==> src/design/csm_pkg.sv <==
// Package of constants and carrier types for the clock source manager
package csm_pkg;
	////////////////////////////////////////////////////////////////////////
	// Register map and fields
	localparam logic [1:0] CSM_ADDR_CTRL = 2'h0;
	localparam logic [1:0] CSM_ADDR_STATUS = 2'h1;
	localparam logic [1:0] CSM_ADDR_MASK = 2'h2;
	localparam int CSM_UNLOCK_BIT = 7;
	localparam int CSM_EXT_SEL_BIT = 5;
	localparam int CSM_ROUTE_BIT = 4;
	localparam int CSM_MON_EN_BIT = 3;
	localparam int CSM_SLOW_STOP_BIT = 2;
	localparam int CSM_FLAG_BIT = 0;
	localparam logic [7:0] CSM_CTRL_RESET = 8'h00;
	localparam logic [1:0] CSM_MODE_SLOW = 2'h2;
	localparam logic [1:0] CSM_MODE_EXT = 2'h3;
	////////////////////////////////////////////////////////////////////////
	// Source selects, one-hot: fast RC, slow RC, external
	localparam logic [2:0] CSM_SRC_FAST = 3'h1;
	localparam logic [2:0] CSM_SRC_SLOW = 3'h2;
	localparam logic [2:0] CSM_SRC_EXT = 3'h4;
	////////////////////////////////////////////////////////////////////////
	// Fuses: zero means programmed
	localparam logic [1:0] CSM_STARTUP_SHORT = 2'h1;
	localparam logic [1:0] CSM_STARTUP_LONG = 2'h2;
	localparam logic [1:0] CSM_STARTUP_RESET = 2'h2;
	localparam logic CSM_DIV8_RESET = 1'b0;
	localparam logic CSM_FREQ_RESET = 1'b0;
	localparam logic CSM_FORCE_ON_RESET = 1'b1;
	////////////////////////////////////////////////////////////////////////
	// Counts
	localparam int CSM_CNT_W = 14;
	localparam logic [13:0] CSM_TOUT_SHORT = 14'h0200;
	localparam logic [13:0] CSM_START_RESET = 14'h000E;
	localparam logic [13:0] CSM_START_WAKE = 14'h0006;
	localparam logic [2:0] CSM_UNLOCK_CYCLES = 3'h4;
	localparam logic [1:0] CSM_SWITCH_CYCLES = 2'h2;
	localparam logic [3:0] CSM_MON_TERMINAL = 4'hF;
	////////////////////////////////////////////////////////////////////////
	// Types
	typedef enum logic [4:0] {
		CSM_ST_WAIT = 5'h01,
		CSM_ST_TOUT = 5'h02,
		CSM_ST_START = 5'h04,
		CSM_ST_RUN = 5'h08,
		CSM_ST_SLEEP = 5'h10
	} csm_state_e;
	typedef struct packed {
		logic [1:0] addr;
		logic [7:0] wdata;
		logic wr;
		logic rd;
	} csm_bus_s;
	typedef struct packed {
		logic watchdog_osc_force_on_fuse;
		logic divide_by_eight_fuse;
		logic [1:0] startup_time_fuse;
		logic fast_osc_freq_fuse;
	} csm_fuse_s;
	typedef struct packed {
		logic [2:0] src_sel;
		logic ext_input_b_sel;
		logic slow_osc_run;
		logic cpu_clk_en;
		logic io_clk_en;
		logic flash_clk_en;
		logic timer_clk_en;
		logic slow_low_clk_en;
		logic async_irq_detect_en;
		logic div8_active;
		logic fast_osc_4mhz;
	} csm_clk_s;
endpackage

==> src/design/csm_clock_source_manager.sv <==
// Clock source selection, clock fail monitor and start-up reset sequencer
//
// Implementation choices: the strobed register port and the register offsets.
`timescale 1ns/1ps
`default_nettype none
module csm_clock_source_manager
	import csm_pkg::*;
#(
	parameter int TOUT_LONG_CYCLES = 8192
) (
	input wire logic clock,
	input wire logic rst_n,
	input wire csm_bus_s bus,
	output logic [7:0] rd_data,
	input wire csm_fuse_s fuses,
	input wire logic other_reset_active,
	input wire logic slow_rc_tick,
	input wire logic presc_tick,
	input wire logic ext_clock_input_a,
	input wire logic ext_clock_input_b,
	input wire logic global_irq_enable,
	input wire logic irq_vector_ack,
	input wire logic sleep_req,
	input wire logic wake_req,
	output logic irq_req,
	output logic internal_rst_n,
	output csm_clk_s clk_ctl
);

	////////////////////////////////////////////////////////////////////////
	// State
	typedef struct packed {
		csm_state_e st;
		logic [CSM_CNT_W-1:0] cnt;
		logic [CSM_CNT_W-1:0] target;
		logic unlock;
		logic [2:0] unlock_cnt;
		logic ext_sel;
		logic route;
		logic mon_en;
		logic slow_stop;
		logic [1:0] mode;
		logic flag;
		logic mask;
		logic [3:0] mon_cnt;
		logic ext_prev;
		logic [1:0] sw_cnt;
		csm_fuse_s fuse;
		logic [7:0] rd_data;
		logic irq_req;
		logic internal_rst_n;
		csm_clk_s clk;
	} csm_state_s;

	csm_state_s q;
	csm_state_s next_q;

	logic wr_ctrl;
	logic pure_unlock;
	logic ext_in;
	logic ext_edge;
	logic mon_active;
	logic fail;
	logic [2:0] want_src;
	logic running;
	logic [CSM_CNT_W-1:0] long_tout;

	assign long_tout = CSM_CNT_W'(TOUT_LONG_CYCLES);

	////////////////////////////////////////////////////////////////////////
	// Next-state logic
	always_comb begin
		next_q = q;
		wr_ctrl = bus.wr && (bus.addr == CSM_ADDR_CTRL);
		pure_unlock = wr_ctrl && bus.wdata[CSM_UNLOCK_BIT] && (bus.wdata[6:0] == 7'h00);

		// Unlock window: a rewrite inside it neither extends nor clears it
		if (q.unlock) begin
			next_q.unlock_cnt = q.unlock_cnt - 3'h1;
			if (q.unlock_cnt == 3'h1) begin
				next_q.unlock = 1'b0;
			end
		end
		if (pure_unlock && !q.unlock) begin
			next_q.unlock = 1'b1;
			next_q.unlock_cnt = CSM_UNLOCK_CYCLES;
		end else if (wr_ctrl && q.unlock && !pure_unlock) begin
			next_q.ext_sel = bus.wdata[CSM_EXT_SEL_BIT];
			next_q.route = bus.wdata[CSM_ROUTE_BIT];
			next_q.mon_en = bus.wdata[CSM_MON_EN_BIT];
			next_q.slow_stop = bus.wdata[CSM_SLOW_STOP_BIT];
			next_q.mode = bus.wdata[1:0];
			next_q.unlock = 1'b0;
		end

		// Clock fail monitor, counted in slow ticks
		ext_in = q.ext_sel ? ext_clock_input_b : ext_clock_input_a;
		ext_edge = ext_in != q.ext_prev;
		next_q.ext_prev = ext_in;
		mon_active = q.mon_en && q.route && (q.mode == CSM_MODE_EXT) && q.clk.slow_osc_run;
		fail = 1'b0;
		if (!mon_active || ext_edge) begin
			next_q.mon_cnt = 4'h0;
		end else if (slow_rc_tick && (q.mon_cnt != CSM_MON_TERMINAL)) begin
			next_q.mon_cnt = q.mon_cnt + 4'h1;
			fail = (q.mon_cnt == CSM_MON_TERMINAL - 4'h1);
		end
		if (fail) begin
			next_q.route = 1'b0; // mode field left alone
		end

		// Flag: set wins over both kinds of clear
		if (irq_vector_ack || (bus.wr && bus.addr == CSM_ADDR_STATUS && bus.wdata[CSM_FLAG_BIT])) begin
			next_q.flag = 1'b0;
		end
		if (fail) begin
			next_q.flag = 1'b1;
		end
		if (bus.wr && bus.addr == CSM_ADDR_MASK) begin
			next_q.mask = bus.wdata[CSM_FLAG_BIT];
		end
		next_q.irq_req = next_q.mask && global_irq_enable && next_q.flag;

		// Read data stands only in the cycle after the strobe
		next_q.rd_data = 8'h00;
		if (bus.rd) begin
			unique case (bus.addr)
				CSM_ADDR_CTRL: next_q.rd_data = {q.unlock, 1'b0, q.ext_sel, q.route, q.mon_en,
					q.slow_stop, q.mode};
				CSM_ADDR_STATUS: next_q.rd_data = {7'h00, q.flag};
				CSM_ADDR_MASK: next_q.rd_data = {7'h00, q.mask};
				default: next_q.rd_data = 8'h00;
			endcase
		end

		// Reset and start-up sequencer
		next_q.cnt = q.cnt;
		unique case (q.st)
			CSM_ST_WAIT: begin
				// Fuses are caught while the other resets hold us
				next_q.fuse = fuses;
				next_q.cnt = '0;
				next_q.target = (fuses.startup_time_fuse == CSM_STARTUP_SHORT) ? CSM_TOUT_SHORT :
					long_tout;
				if (!other_reset_active) begin
					next_q.st = CSM_ST_TOUT;
				end
			end
			CSM_ST_TOUT: begin
				if (slow_rc_tick) begin
					next_q.cnt = q.cnt + 14'h0001;
					if (q.cnt == q.target - 14'h0001) begin
						next_q.st = CSM_ST_START;
						next_q.cnt = '0;
						next_q.target = CSM_START_RESET;
					end
				end
			end
			CSM_ST_START: begin
				if (presc_tick) begin
					next_q.cnt = q.cnt + 14'h0001;
					if (q.cnt == q.target - 14'h0001) begin
						next_q.st = CSM_ST_RUN;
					end
				end
			end
			CSM_ST_RUN: begin
				if (sleep_req) begin
					next_q.st = CSM_ST_SLEEP;
				end
			end
			CSM_ST_SLEEP: begin
				if (wake_req) begin
					next_q.st = CSM_ST_START;
					next_q.cnt = '0;
					next_q.target = CSM_START_WAKE;
				end
			end
		endcase
		if (other_reset_active) begin
			next_q.st = CSM_ST_WAIT;
		end
		next_q.internal_rst_n = (next_q.st == CSM_ST_RUN) || (next_q.st == CSM_ST_SLEEP) ||
			((next_q.st == CSM_ST_START) && (next_q.target == CSM_START_WAKE));

		// Source switch: clocks gated while the mux settles, so no runt period
		want_src = CSM_SRC_FAST;
		if (q.route && q.mode == CSM_MODE_SLOW) begin
			want_src = CSM_SRC_SLOW;
		end else if (q.route && q.mode == CSM_MODE_EXT) begin
			want_src = CSM_SRC_EXT;
		end
		if (q.sw_cnt != 2'h0) begin
			next_q.sw_cnt = q.sw_cnt - 2'h1;
			if (q.sw_cnt == 2'h1) begin
				next_q.clk.src_sel = want_src;
			end
		end else if (want_src != q.clk.src_sel) begin
			next_q.sw_cnt = CSM_SWITCH_CYCLES;
		end
		// Enables stay low one cycle past the select change
		running = (next_q.st == CSM_ST_RUN) && (next_q.sw_cnt == 2'h0) && (q.sw_cnt == 2'h0);
		next_q.clk.cpu_clk_en = running;
		next_q.clk.io_clk_en = running;
		next_q.clk.flash_clk_en = running;
		next_q.clk.timer_clk_en = running;
		next_q.clk.async_irq_detect_en = next_q.st == CSM_ST_SLEEP;
		next_q.clk.ext_input_b_sel = next_q.ext_sel;
		next_q.clk.slow_osc_run = !next_q.slow_stop ||
			!next_q.fuse.watchdog_osc_force_on_fuse;
		next_q.clk.slow_low_clk_en = next_q.clk.slow_osc_run;
		next_q.clk.div8_active = !next_q.fuse.divide_by_eight_fuse;
		next_q.clk.fast_osc_4mhz = !next_q.fuse.fast_osc_freq_fuse;
	end

	////////////////////////////////////////////////////////////////////////
	// Registers
	always_ff @(posedge clock or negedge rst_n) begin
		if (!rst_n) begin
			q <= '0;
			q.st <= CSM_ST_WAIT;
			q.fuse <= {CSM_FORCE_ON_RESET, CSM_DIV8_RESET, CSM_STARTUP_RESET, CSM_FREQ_RESET};
			q.clk.src_sel <= CSM_SRC_FAST;
			q.clk.slow_osc_run <= 1'b1;
			q.clk.slow_low_clk_en <= 1'b1;
			q.clk.div8_active <= 1'b1;
			q.clk.fast_osc_4mhz <= 1'b1;
			q.ext_sel <= CSM_CTRL_RESET[CSM_EXT_SEL_BIT];
		end else begin
			q <= next_q;
		end
	end

	assign rd_data = q.rd_data;
	assign irq_req = q.irq_req;
	assign internal_rst_n = q.internal_rst_n;
	assign clk_ctl = q.clk;

	////////////////////////////////////////////////////////////////////////
	// Assertions
	property p_unlock_expire;
		@(posedge clock) disable iff (!rst_n) $rose(q.unlock) |-> ##[1:4] !q.unlock;
	endproperty
	a_unlock_expire: assert property (p_unlock_expire)
		else $error("unlock stayed past four cycles");

	property p_locked_write;
		@(posedge clock) disable iff (!rst_n)
			(wr_ctrl && !q.unlock && !pure_unlock && !fail) |=> $stable(q.mode) && $stable(q.route);
	endproperty
	a_locked_write: assert property (p_locked_write)
		else $error("locked control field changed");

	property p_stop_osc;
		@(posedge clock) disable iff (!rst_n)
			(q.slow_stop && q.fuse.watchdog_osc_force_on_fuse) |-> !clk_ctl.slow_osc_run;
	endproperty
	a_stop_osc: assert property (p_stop_osc) else $error("slow oscillator not stopped");

	property p_force_on;
		@(posedge clock) disable iff (!rst_n) !q.fuse.watchdog_osc_force_on_fuse |-> clk_ctl.slow_osc_run;
	endproperty
	a_force_on: assert property (p_force_on) else $error("forced oscillator stopped");

	property p_fail_route;
		@(posedge clock) disable iff (!rst_n) fail |=> q.flag && !q.route && $stable(q.mode);
	endproperty
	a_fail_route: assert property (p_fail_route) else $error("failure handling wrong");

	property p_irq;
		@(posedge clock) disable iff (!rst_n) irq_req |-> q.mask && q.flag && $past(global_irq_enable);
	endproperty
	a_irq: assert property (p_irq) else $error("interrupt without cause");

	property p_rsvd_read;
		@(posedge clock) disable iff (!rst_n)
			(bus.rd && bus.addr != CSM_ADDR_CTRL) |=> rd_data[7:1] == 7'h00;
	endproperty
	a_rsvd_read: assert property (p_rsvd_read) else $error("reserved bits read nonzero");

	property p_ack_clear;
		@(posedge clock) disable iff (!rst_n) (irq_vector_ack && !fail) |=> !q.flag;
	endproperty
	a_ack_clear: assert property (p_ack_clear) else $error("flag not cleared by vector");

	property p_w1c_clear;
		@(posedge clock) disable iff (!rst_n)
			(bus.wr && bus.addr == CSM_ADDR_STATUS && bus.wdata[CSM_FLAG_BIT] && !fail) |=> !q.flag;
	endproperty
	a_w1c_clear: assert property (p_w1c_clear) else $error("flag not cleared by write");

	property p_tout_hold;
		@(posedge clock) disable iff (!rst_n) (q.st == CSM_ST_TOUT) |-> !internal_rst_n;
	endproperty
	a_tout_hold: assert property (p_tout_hold) else $error("time-out reset released");

	property p_start_hold;
		@(posedge clock) disable iff (!rst_n)
			(q.st == CSM_ST_START && q.target == CSM_START_RESET) |-> !internal_rst_n;
	endproperty
	a_start_hold: assert property (p_start_hold) else $error("reset released early");

	property p_fast_route;
		@(posedge clock) disable iff (!rst_n) (!q.route)[*4] |-> clk_ctl.src_sel == CSM_SRC_FAST;
	endproperty
	a_fast_route: assert property (p_fast_route) else $error("fast RC not selected");

	property p_switch_gap;
		@(posedge clock) disable iff (!rst_n)
			$changed(clk_ctl.src_sel) |-> !clk_ctl.cpu_clk_en && !$past(clk_ctl.cpu_clk_en);
	endproperty
	a_switch_gap: assert property (p_switch_gap)
		else $error("source switched while clocked");

	property p_wake;
		@(posedge clock) disable iff (!rst_n)
			(q.st == CSM_ST_SLEEP && wake_req && !other_reset_active) |=> internal_rst_n &&
				q.target == CSM_START_WAKE;
	endproperty
	a_wake: assert property (p_wake) else $error("wake applied reset time-out");

	c_fail: cover property (@(posedge clock) disable iff (!rst_n) fail);
	c_wake: cover property (@(posedge clock) disable iff (!rst_n)
		q.st == CSM_ST_SLEEP ##1 q.st == CSM_ST_START);
	c_ext: cover property (@(posedge clock) disable iff (!rst_n)
		$rose(clk_ctl.src_sel == CSM_SRC_EXT));
	c_slow: cover property (@(posedge clock) disable iff (!rst_n)
		$rose(clk_ctl.src_sel == CSM_SRC_SLOW));
	c_irq: cover property (@(posedge clock) disable iff (!rst_n) $rose(irq_req));

endmodule // csm_clock_source_manager
`default_nettype wire

==> config.mk <==
export PLATFORM = sky130hd
export DESIGN_NAME = csm_clock_source_manager
export DESIGN_NICKNAME = d
export VERILOG_FILES = /design/src/design/csm_pkg.sv /design/src/design/csm_clock_source_manager.sv
export SDC_FILE = /design/constraint.sdc
export NUM_CORES = 1
export LEC_CHECK = 0
export ABC_CLOCK_PERIOD_IN_PS = 2900
export BUFFER_PORTS_ARGS = -buffer_cell sky130_fd_sc_hd__buf_2
export CAP_MARGIN = 10
export CORE_UTILIZATION = 52
export CTS_CLUSTER_SIZE = 16
export DETAILED_ROUTE_END_ITERATION = 16
export PLACE_DENSITY_LB_ADDON = 0.08
export SETUP_SLACK_MARGIN = 0.1
export SYNTH_ARGS = -nofsm -noshare
export SYNTH_HDL_FRONTEND = slang
export SYNTH_SLANG_ARGS = --single-unit
==> constraint.sdc <==
create_clock -name clock -period 2.9 [get_ports clock]
set_input_delay 0.145 -clock clock [delete_from_list [all_inputs] [get_ports clock]]
set_output_delay 0.145 -clock clock [all_outputs]
set_load 0.01 [all_outputs]
; Yosys cells after proc, flatten, opt, wreduce, memory -nomap -nowiden
; Index checks and enable logic that the tools add are counted.
; Widths: inputs -> output; s select.
[classes]
n_addsub = 5
n_mul = 0
div = 0
n_lt_le_gt_ge = 0
n_eq_ne = 25
shift = 0
n_mux = 34
bitwise_logic = 1
reduce_logical = 45
[op_table]
columns = cell, count
row1 = $mux 33, 3
row2 = $pmux 14 s4, 1
row3 = $pmux 14 s3, 1
row4 = $mux 5, 6
row5 = $pmux 5 s5, 1
row6 = $pmux 8 s3, 1
row7 = $logic_and 1x1->1, 20
row8 = $mux 19, 1
row9 = $add 14x1->14 const B, 1
row10 = $eq 14x14->1, 1
row11 = $eq 14x3->1 const B, 1
row12 = $mux 14, 1
row13 = $sub 14x1->14 const B, 1
row14 = $mux 4, 3
row15 = $eq 5x3->1 const B, 2
row16 = $eq 5x4->1 const B, 2
row17 = $eq 5x5->1 const B, 2
row18 = $mux 1, 10
row19 = $mux 3, 3
row20 = $mux 8, 1
row21 = $ne 2x2->1 const B, 4
row22 = $reduce_bool 2->1, 4
row23 = $logic_not 1->1, 7
row24 = $logic_not 7->1, 1
row25 = 19 further kinds, 32
[totals]
register_bits = 75
latchBits = 0
mem_bits_rw = 0
rom_bits = 0
output_inout_bits = 23
n_memories = 0

; Depth between registers and ports, before layout
[depth]
ltp_word = 10
depth_mapped = 11

; Worst setup path after synthesis
; No wires, ideal clock.
[synth_timing]
path_type = register -> register
start = reg q[47] (netlist bit)
end = reg q[60] (netlist bit)
t_arrival_ps = 2929
slack_ps = -167
stages_incl_launch_ff = 12
path_buffers = 2
cell_sequence = dfrtp_1 inv_1 ha_1 or3b_1 buf_6 or4b_1 and4_4 a311oi_4 o2111ai_4 a211oi_4 buf_6 o22ai_1
[synth_lines]
columns = element, line_no
row1 = from (decl), csm_clock_source_manager.sv:55  ; csm_state_s q;
row2 = from (signal assigned), csm_clock_source_manager.sv:230  ; q <= next_q;

==> summary.txt <==
Status
  • Status: complete, but fails checks
  • Failing checks: negative setup slack

Floorplan
  • Die Area: 0.00809 sq mm
  • Die width: 89.9 um
  • Starting Density: 54.6%
  • Rows: 31
  • Die height: around 90 um
  • Core area: 0.00737 sq mm
  • IO Count: 51

Clock tree
  • TritonCTS clock tree: done
  • Reg clk slew, reported paths: approximately 0.070 ns
  • Clk root buf: clkbuf_8
  • Worst-Skew Late Latency: 0.33 ns
  • CTS H-tree depth: 3
  • CTS sink count: 72
  • CTS buffer count: 9
  • Clock buffer depth: 2

Critical path
  • Critical-path cell list: inv_2, ha_4, or3b_4, or4b_1, and4_4, a311oi_4, o2111ai_4, a211oi_4, buf_6, buf_12, o22ai_1
  • WS Path Type: flip-flop to flip-flop
  • Reg2Reg Setup Slack: -0.04 ns
  • Setup crit start: q[47]$_DFF_PN0_
  • Critical path data arrival time: 3.13 ns
  • Worst R2R Path Depth: 11
  • Critical-path maximum fanout: 7
  • WP buf/inv: 3
  • Worst endpoint required time: 3.09 ns
  • Slowest cell on crit path: or4b_1
  • Crit end category: flip-flop
  • Startpoint types: flip-flop
  • CP top delay family: simple AND/OR/NAND/NOR gates
  • Levels on crit path: 11
  • Worst r2r src: q[47]$_DFF_PN0_
  • Worst path max stage delay: 0.47 ns

Yosys
  • Syn Std Cell Area: 0.00402 sq mm
  • Most common cell in the netlist: dfrtp_1
  • Post-synthesis sequential area ratio: 45.0%
  • Post-synth top area cell: dfrtp_1
  • Synth area leaders: dfrtp_1 41%, dfstp_2 3.9%, buf_4 3.9%
  • Syn Area/Cell: 9.76 sq um
  • Post-synth EDFFs: 0
  • Synth Flop Type: dfrtp_1
  • Synth Register Bits: 72
  • Top-area cell type share of the netlist area: 41.1%
  • Syn nets: 446
  • Yosys cell types: 63
  • Mapped Cells: 412
  • Synth async-reset ratio: 100%
  • Yosys warns: 0
  • Post-synth top cells: 66 x dfrtp_1, 34 x nor2_1, 29 x o21ai_0

Min path
  • Min-delay src: bus[0]
  • Hold path cells: 2
  • Worst hold path class: primary input to flip-flop

Placement
  • Port buffer count: 49
  • GPL Wtd Cong: 0.844
  • Placed insts: roughly 550
  • Pre-CTS setup slack: -0.0126 ns
  • Detailed placement HPWL: 6360 um
  • Cell area after placement: 0.00435 sq mm

STA
  • Peak Freq: 341 MHz
  • Setup Skew: 0.00628 ns
  • Relative slew margins: 51.1%
  • Final hold vios: 0
  • Final setup fails: 16
  • Min cycle time layout: 2.94 ns
  • RSZ-0062 raised after global routing: true
  • Slew @ Worst Pin: 0.734 ns
  • Max Slew Vio Count: 0
  • Final worst-path cycle share: 101%
  • Final setup margin: -0.0360 ns

Route
  • Starting DRT DRC Count: 151
  • DRC violations left: 0
  • Vias per cell: 5.59
  • Drt total wl: a little under 9000 um
  • Initial DRT Pass Iterations: 6
  • Routed Antenna Nets: 0
  • Via count: 3,213
  • Avg WL per Cell: 15.2 um

Flow run
  • Max cap viols: 0

Final layout
  • Antenna Cells: 0
  • Nets@finish: about 500
  • Finished Cell Area: 0.00475 sq mm
  • Final-layout fill cell count: 617
  • Layout cells sized above 1: 26.7%
  • Cell Count, Final, Fillers Out: 575
  • Layout area overhead: 18.1%
  • Layout Utilization: 64.4%

Global route
  • Vias in the first global route: 3,056
  • Gr ovfl total: 0
  • Pin count of the biggest net entering global routing: 43
  • First-pass GRT wire length: about 14,000 um
  • Initial antenna violation count: 0
  • Global Route Usage Sum: 22.6%

Pwr
  • P_leak: 2.16 nW
  • Maximum vdd drop: 360 uV
  • Pwr dens: 430 mW/mm^2
  • Total power: 2.04 mW
-- final timing paths --
path,end
min reg2reg,clk_ctl[0]$_DFF_PN1_
max,q[60]$_DFF_PN0_
min,rd_data[0]$_DFF_PN0_
min in group asynchronous,internal_rst_n$_DFF_PN0_
max reg2reg,q[60]$_DFF_PN0_
max in group asynchronous,q[27]$_DFF_PN1_
-- repair_timing --
action	4_1_cts	5_1_grt
cloned	0	2
setup buffers	1	5
setup endpoints to repair	20	32
pin swaps	2	4
hold buffers	5	0
gates resized for setup	3	18
hold endpoints to repair	35	0
-- routing by layer --
metal	wire length (um)	part of all wire [%]	track usage [%]
met5	0	0	0
met4	242	2.8	11.2
met3	440	5.0	3.64
met2	4130	47	36.0
met1	3940	45	30.1
-- stage by stage --
stage / hold WS [ns] / TNS [ns]
floorplan: -0.151 / -0.828
global placement: 0.235 / 0
detailed placement: 0.250 / -0.0126
CTS: 0.0110 / 0
global route: 0.0252 / -2.87
finish: 0.0304 / -0.358
-- placed cells by master (no fill, tap or decap), types with 3 or more instances in the layout --
cell	n
nor2_1	31
and3_1	10
nand3b_1	5
buf_2	49
nand2_1	20
nand3_1	22
inv_1	19
a31oi_1	5
o32ai_1	3
xor2_1	10
and2_1	10
nor3_1	6
dfstp_2	6
xnor2_1	15
nor4_1	8
nor3b_1	5
dlygate4sd3_1	5
nor2b_1	10
buf_4	22
a211oi_1	4
mux2_2	9
clkbuf_8	9
mux2i_1	5
ha_1	5
or3_1	4
a211oi_2	3
dfrtp_1	66
nand2b_1	4
o211ai_1	3
o21ai_0	28
a21oi_1	10
clkbuf_1	4
-- layout make-up --
class,instances,area [sq um],share of cell area (%)
multi-input cells,285,1980,41.8
flip-flops and latches,72,1810,38.1
repair buffers,82,573,12.1
clock buffers,13,139,2.92
well taps,99,124,2.61
inverters,21,78.8,1.66
clock inverters,3,42.5,0.896
-- flip-flops by register name (all words and copies together) (netlist names) --
signal,count
clk_ctl,9
rd_data,7
internal_rst_n,1
irq_req,1
q,54
-- report_power, final --
group / total, mW / internal (mW) / switching, mW
Sequential: 1.07 / 1.04 / 0.0268
Combinational: 0.228 / 0.104 / 0.123
Clock: 0.746 / 0.398 / 0.348
Total: 2.04 / 1.55 / 0.498
-- kinds of logic (layout without fill, tap and decap cells) --
kind of cell / Yosys count / in the layout / share of synthesized area, %
xor+xnor: 25 / 25 / 5.44
mux: 14 / 14 / 3.76
other cells: 1 / 1 / 0.0933
flops: 72 / 72 / 45.0
simple gates: 158 / 158 / 22.0
buf+inv: 55 / 119 / 7.68
compound gates: 81 / 81 / 14.2
fa+ha+maj: 6 / 6 / 1.87
No activity file was read; power rests on OpenSTA's default activity.
